$ cat src/hw/wire_master_pkg.sv
// Constants and carrier types for the single-wire bus master
package wire_master_pkg;

    // ----------------------------------------
    // Clock and tick
    // ----------------------------------------
    localparam int CLK_MHZ          = 20;
    localparam int TICK_DIV_DEFAULT = CLK_MHZ;
    localparam int DIV_WIDTH        = 8;

    // ----------------------------------------
    // Durations in microseconds and their counter width
    // ----------------------------------------
    localparam int RESET_LOW_TIME_US      = 511;
    localparam int RESET_RECOVERY_TIME_US = 512;
    localparam int PRESENCE_SAMPLE_US     = 70;
    localparam int ZERO_LOW_TIME_US       = 100;
    localparam int SLOT_DURATION_US       = 117;
    localparam int SHORT_LOW_TIME_US      = 5;
    localparam int READ_SAMPLE_US         = 13;
    localparam int US_WIDTH               = 10;

    // ----------------------------------------
    // Commands and carriers
    // ----------------------------------------
    typedef enum logic [1:0]
    {
        CMD_RESET = 2'h0,
        CMD_WRITE = 2'h1,
        CMD_READ  = 2'h2
    } cmd_type;

    typedef struct packed
    {
        cmd_type cmd;
        logic    bitValue;
    } request_type;

    typedef struct packed
    {
        logic presence;
        logic bitValue;
    } result_type;

endpackage

$ cat src/hw/us_tick_divider.sv
// Programmable divider producing a one-microsecond enable pulse
`timescale 1ns/1ps
module us_tick_divider
#(
    parameter int WIDTH = 8
)
(
    // Clock and reset
    input  wire logic             clk,
    input  wire logic             rst,
    // Divide ratio, cycles per tick
    input  wire logic [WIDTH-1:0] divisor,
    // Tick pulse
    output logic                  tick
);
    logic [WIDTH-1:0] count_q;

    initial
    begin
        if (WIDTH < 2)
            $error("us_tick_divider: WIDTH must be at least 2");
    end

    always_ff @(posedge clk)
    begin
        if (rst)
        begin
            count_q <= '0;
            tick    <= 1'b0;
        end
        else if (count_q + WIDTH'(1) >= divisor)
        begin
            count_q <= '0;
            tick    <= 1'b1;
        end
        else
        begin
            count_q <= count_q + WIDTH'(1);
            tick    <= 1'b0;
        end
    end
endmodule

$ cat src/hw/wire_master.sv
// Single-wire bus master: reset/presence, write and read slots
//
// Behaviour
// Reset pulse holds line low at least 480 us, nominally 511 us.
// Slave waits 15 to 60 us of high line before presence.
// Slave presence low lasts 60 to 240 us; low seen means detected.
// Line stays released at least 480 us, nominally 512, after reset.
// Zero bit drives line low 60 to 120 us, nominally 100.
// Zero slot lasts up to 120 us, nominally 117, before next slot.
// One bit or read starts with 1 to 15 us low, nominally 5.
// One or read slot lasts 60 to 120 us, nominally 117.
// Slave driving zero releases 15 to 45 us after slot start.
// Read samples line once, after own low, before slave release.
// All durations counted on a 1 us tick from programmable divider.
`timescale 1ns/1ps
module wire_master
#(
    parameter int RESET_LOW_US      = wire_master_pkg::RESET_LOW_TIME_US,
    parameter int RESET_RECOVERY_US = wire_master_pkg::RESET_RECOVERY_TIME_US
)
(
    // Clock and reset
    input  wire logic                                  clk,
    input  wire logic                                  rst,
    // Tick divider ratio, clock cycles per microsecond
    input  wire logic [wire_master_pkg::DIV_WIDTH-1:0] tickDivisor,
    // Request
    input  wire logic                                  reqValid,
    input  wire_master_pkg::request_type               reqData,
    output logic                                       reqReady,
    // Result
    output logic                                       doneValid,
    output wire_master_pkg::result_type                doneData,
    // Open-drain line
    input  wire logic                                  lineIn,
    output logic                                       lineOut,
    output logic                                       lineOe
);
    import wire_master_pkg::*;

    initial
    begin
        if (RESET_LOW_US < 480 || RESET_RECOVERY_US < 480)
            $error("wire_master: reset times below 480 us");
        if (RESET_LOW_US >= (1 << US_WIDTH) || RESET_RECOVERY_US >= (1 << US_WIDTH))
            $error("wire_master: reset times exceed counter");
    end

    // ----------------------------------------
    // Tick and line synchroniser
    // ----------------------------------------
    logic tick;
    logic lineMeta_q;
    logic lineSync_q;

    // microsecond tick
    us_tick_divider #(.WIDTH(DIV_WIDTH)) tickGen
    (
        .clk     (clk),
        .rst     (rst),
        .divisor (tickDivisor),
        .tick    (tick)
    );

    always_ff @(posedge clk)
    begin
        if (rst)
        begin
            lineMeta_q <= 1'b1;
            lineSync_q <= 1'b1;
        end
        else
        begin
            lineMeta_q <= lineIn;
            lineSync_q <= lineMeta_q;
        end
    end

    // ----------------------------------------
    // Sequencer
    // ----------------------------------------
    typedef enum logic [2:0]
    {
        ST_IDLE     = 3'h0,
        ST_RST_LOW  = 3'h1,
        ST_RST_HIGH = 3'h2,
        ST_SLOT     = 3'h3,
        ST_DONE     = 3'h4
    } state_type;

    state_type         state_q;
    request_type       req_q;
    logic [US_WIDTH-1:0] us_q;
    logic              sample_q;
    logic              presence_q;

    // Low time of the current slot in microseconds
    function automatic logic [US_WIDTH-1:0] slotLow(input request_type r);
        if (r.cmd == CMD_WRITE && !r.bitValue)
            slotLow = US_WIDTH'(ZERO_LOW_TIME_US);
        else
            slotLow = US_WIDTH'(SHORT_LOW_TIME_US);
    endfunction

    always_ff @(posedge clk)
    begin
        if (rst)
        begin
            state_q <= ST_IDLE;
            req_q   <= '{cmd: CMD_RESET, bitValue: 1'b0};
            us_q    <= '0;
        end
        else
        begin
            unique case (state_q)
                ST_IDLE:
                begin
                    us_q <= '0;
                    if (reqValid)
                    begin
                        req_q   <= reqData;
                        state_q <= (reqData.cmd == CMD_RESET) ? ST_RST_LOW : ST_SLOT;
                    end
                end
                // reset low time
                ST_RST_LOW:
                    if (tick)
                    begin
                        if (us_q == US_WIDTH'(RESET_LOW_US - 1))
                        begin
                            us_q    <= '0;
                            state_q <= ST_RST_HIGH;
                        end
                        else
                            us_q <= us_q + US_WIDTH'(1);
                    end
                // recovery before next slot
                ST_RST_HIGH:
                    if (tick)
                    begin
                        if (us_q == US_WIDTH'(RESET_RECOVERY_US - 1))
                            state_q <= ST_DONE;
                        else
                            us_q <= us_q + US_WIDTH'(1);
                    end
                // slot duration, zero and one alike
                // one or read slot length
                ST_SLOT:
                    if (tick)
                    begin
                        if (us_q == US_WIDTH'(SLOT_DURATION_US - 1))
                            state_q <= ST_DONE;
                        else
                            us_q <= us_q + US_WIDTH'(1);
                    end
                ST_DONE:
                    state_q <= ST_IDLE;
                default:
                    state_q <= ST_IDLE;
            endcase
        end
    end

    // ----------------------------------------
    // Line drive
    // ----------------------------------------
    // Pin only ever pulls low; high comes from the pull-up
    always_ff @(posedge clk)
    begin
        if (rst)
        begin
            lineOe  <= 1'b0;
            lineOut <= 1'b0;
        end
        else
        begin
            lineOut <= 1'b0;
            if (state_q == ST_IDLE && reqValid)
                lineOe <= 1'b1;
            else if (state_q == ST_RST_LOW)
                lineOe <= !(tick && us_q == US_WIDTH'(RESET_LOW_US - 1));
            // zero held low; R7: short low then release
            else if (state_q == ST_SLOT)
                lineOe <= lineOe && !(tick && us_q == slotLow(req_q) - US_WIDTH'(1));
            else
                lineOe <= 1'b0;
        end
    end

    // ----------------------------------------
    // Sampling
    // ----------------------------------------
    always_ff @(posedge clk)
    begin
        if (rst)
        begin
            sample_q   <= 1'b1;
            presence_q <= 1'b0;
        end
        else
        begin
            if (state_q == ST_IDLE && reqValid)
            begin
                sample_q   <= 1'b1;
                presence_q <= 1'b0;
            end
            // low inside presence window means slave found
            if (state_q == ST_RST_HIGH && tick && us_q == US_WIDTH'(PRESENCE_SAMPLE_US))
                presence_q <= !lineSync_q;
            // single sample before slave release
            if (state_q == ST_SLOT && tick && us_q == US_WIDTH'(READ_SAMPLE_US))
                sample_q <= lineSync_q;
        end
    end

    // ----------------------------------------
    // Handshake outputs
    // ----------------------------------------
    always_ff @(posedge clk)
    begin
        if (rst)
        begin
            reqReady  <= 1'b1;
            doneValid <= 1'b0;
            doneData  <= '0;
        end
        else
        begin
            reqReady  <= (state_q == ST_DONE) || (state_q == ST_IDLE && !reqValid);
            doneValid <= (state_q == ST_DONE);
            if (state_q == ST_DONE)
            begin
                doneData.presence <= presence_q;
                doneData.bitValue <= (req_q.cmd == CMD_READ) ? sample_q : req_q.bitValue;
            end
        end
    end
endmodule

$ cat config.mk
export PLATFORM = sky130hd
export DESIGN_NAME = wire_master
export DESIGN_NICKNAME = d
export VERILOG_FILES = /design/src/hw/wire_master_pkg.sv /design/src/hw/us_tick_divider.sv /design/src/hw/wire_master.sv
export SDC_FILE = /design/constraint.sdc
export NUM_CORES = 1
export LEC_CHECK = 0
export BUFFER_PORTS_ARGS = -buffer_cell sky130_fd_sc_hd__buf_2
export CAP_MARGIN = 20
export CORE_MARGIN = 2
export CORE_UTILIZATION = 55
export DETAILED_ROUTE_END_ITERATION = 6
export PLACE_DENSITY = 0.82
export SLEW_MARGIN = 25
export SYNTH_ARGS = -nofsm -noshare
export SYNTH_HDL_FRONTEND = slang
export SYNTH_SLANG_ARGS = --single-unit
$ cat constraint.sdc
create_clock -name clk -period 4.1 [get_ports clk]
set_input_delay 0.615 -clock clk [delete_from_list [all_inputs] [get_ports clk]]
set_output_delay 0.615 -clock clk [all_outputs]
set_load 0.02 [all_outputs]
==> results.json <==
{
  "cpMaxStageDelayCell": "a221oi_1",
  "crit_required_ns": 4.35,
  "ys_ff_latch": 34,
  "synth_cell_types": 58,
  "start_kind": "register",
  "slew_headroom_pct": 46.0,
  "end_kind": "register",
  "coreArea_um2": 3420,
  "multiInputGateArea_um2": 1180,
  "grt_pass1_vias": 1627,
  "yosys.area.top_type": "dfxtp_1",
  "num_rows": 21,
  "cp_slowest_stage_delay_ns": 0.72,
  "synth_area_leaders": "dfxtp_1 (34%), ha_1 (8.1%), nand2_1 (4.7%)",
  "nets": 275,
  "pin_count": 21,
  "synth.top_cell.area_share_pct": 34.0,
  "p_clk_share_pct": 30.0,
  "die_w_um": 64.3,
  "cts_resized": 0,
  "first_pass_iters": 4,
  "finClkSkew_ns": 0.00396,
  "setup-tns-final_ns": 0,
  "clockBufferDepth": 2,
  "hold_violations": 0,
  "hpwlAfterDp_mm": 2.89,
  "wirelength_mm": 4.31,
  "drv_cap": 0,
  "numCtsBuffers": 5,
  "syn-num-nets": 258,
  "post-place-ws_ns": 1.79,
  "grt_util_all_layers_pct": 23.6,
  "clkTransAtPathRegs_ns": 0.11,
  "cts_tree": "built",
  "place.gp.congestion": 0.890,
  "swShare_pct": 31.7,
  "post-route-period-util_pct": 57.3,
  "worstPathCellList": "inv_1, ha_1, and4b_4, nor4bb_4, a221oi_1, o21ai_1, a32o_1",
  "seq_area_frac_synth_pct": 34.0,
  "outcome": "completed",
  "fin_hold_ws_ns": 0.432,
  "via_per_inst": 6.10,
  "dr.first_iter.drc_count": 190,
  "crit_family": "compound AO/OA/AOI/OAI gates",
  "fp.dieH_um": 64.3,
  "cts_setup_buffers": 0,
  "synth_edf_count": 0,
  "drc": 0,
  "net-switching-power_mw": 0.221,
  "drive_gt1_share_pct": 16.9,
  "clock_latency_ns": 0.35,
  "p_leak_nw": 0.900,
  "maxSlewViolCount": 0,
  "grt-ovfl-total": 0,
  "rsz0062_at_grt": "false",
  "ys_warn_count": 0,
  "power_frac_comb_pct": 18.7,
  "place_inst": 286,
  "fillCellCount": 299,
  "vias": 1792,
  "p_int_mw": 0.477,
  "power.density_nw_per_um2": 328,
  "grt_antenna_before_repair": 0,
  "fin_ws_ns": 1.75,
  "synthArstFlopShare_pct": 0,
  "ys.flop_type": "dfxtp_1",
  "netlist_area_um2": 2000,
  "ant_nets": 0,
  "peakVddDrop_mv": 0.209,
  "cp_data_arrival_time_ns": 2.60,
  "seq_power_share_pct": 51.3,
  "dieArea_um2": 4130,
  "holdBufCountCts": 0,
  "cts_sinks": 34,
  "fmax_mhz": 426,
  "worstSetupPathType": "reg2reg",
  "postSynthCellCount": 230,
  "path_max_fanout": 7,
  "fin_cells": 294,
  "period_needed_ns": 2.35,
  "avgSynthCellArea_um2": 8.69,
  "antenna_cells": 0,
  "grt_max_degree": 25,
  "io_buffers": 19,
  "path_buf_inv": 1,
  "hold_class": "in2reg",
  "ctsHtreeMaxLevel": 2,
  "start_util_pct": 58.5,
  "setup_viol": 0,
  "wl_per_cell_um": 14.7,
  "grt_pass1_wl_mm": 7.50,
  "cts-root-buf": "clkbuf_4",
  "regArea_um2": 681,
  "area_delta_synth_final_pct": 6.32,
  "tightest_slew_ns": 0.811
}
## final cells by class
class	instances	area share [%]
well taps	46	2.71
clock inverters	2	0.589
multi-input cells	174	55.5
repair buffers	19	4.47
flip-flops and latches	34	32.0
clock buffers	6	2.41
inverters	13	2.30
## cell usage in the layout (no fill, tap or decap), types with 2 or more instances in the layout
cell	synthesis	routed
a32o_1	4	4
nor2b_1	3	3
or2_2	4	4
nand2b_1	3	3
nor3_1	7	7
nor2_1	19	19
dfxtp_1	34	34
xor2_1	3	3
or3_1	2	2
or4_1	2	2
nor3b_1	2	2
nand4_1	5	5
nand2_1	25	25
nand3_1	10	10
a31oi_1	3	3
ha_1	13	13
xnor2_1	3	3
clkbuf_4	0	5
inv_1	12	12
a21oi_1	14	14
nor4_1	5	5
o21ai_0	8	8
o211a_1	9	9
buf_2	1	19
## state kept, by name, summed over array words and instances (netlist names)
register and count:
reqReady 1, lineOe 1, doneValid 1, doneData 2, req_q 3, lineSync_q 1, tickGen.count_q 8, us_q 10
lineMeta_q 1, presence_q 1, sample_q 1, tickGen.tick 1, state_q 3
## path summary, 6_finish.rpt
| kind | from | endpoint | slack (ns) | depth (start not counted) |
|---|---|---|---|---|
| max | us_q[0]$_SDFFE_PP0P_ | us_q[2]$_SDFFE_PP0P_ | 1.75 | 7 |
| min reg2reg | lineMeta_q$_SDFF_PP1_ | lineSync_q$_SDFF_PP1_ | 0.43 | 1 |
| max reg2reg | us_q[0]$_SDFFE_PP0P_ | us_q[2]$_SDFFE_PP0P_ | 1.75 | 7 |
| min | lineIn | lineMeta_q$_SDFF_PP1_ | 0.43 | 2 |
## layer usage
metal  part of all wire, %  up-vias  track usage, %
met2                    47       70            38.4
li1                      -      871               -
met5                     0        -               0
met4                   1.7        0            9.57
met3                   6.1        7            4.75
met1                    45      844            30.7
## cells in the mapped netlist, types with 5 or more instances
master   instances
nor2_1          19
nor4_1           5
ha_1            13
o21ai_0          8
nand3_1         10
nand2_1         25
nor3_1           7
dfxtp_1         34
o211a_1          9
inv_1           12
nand4_1          5
a21oi_1         14
## metrics by stage
stage	power, mW	instance area, um^2	util, %
after floorplan	0.462	2000	-
after detailed placement	0.494	2060	60.4
after CTS	0.697	2130	62.2
after global routing	0.734	2130	62.2
final	0.698	2130	62.2
after global placement	0.491	2060	60.4
## logic make-up (layout without fill, tap and decap cells)
group	Yosys count	count (layout)	synth area share [%]
AOI/OAI and AO/OA	53	53	20.0
muxes	1	1	0.501
adders and majority gates	13	13	8.14
and+or+nand+nor	100	100	27.5
xor gates and xnor gates	6	6	2.63
buffers and inverters	22	40	6.95
other	1	1	0.188
DFF	34	34	34.0
## power groups by stage
| stage | clock network, mW | registers (mW) | logic [mW] |
|---|---|---|---|
| 3_5_place_dp | 0 | 0.365 | 0.129 |
| 3_3_place_gp | 0 | 0.365 | 0.127 |
| 6_report | 0.209 | 0.358 | 0.130 |
| 2_1_floorplan | 0 | 0.365 | 0.0964 |
| 4_1_cts | 0.209 | 0.358 | 0.130 |
| 5_1_grt | 0.224 | 0.360 | 0.149 |
Power figures use the tool's default switching activity.
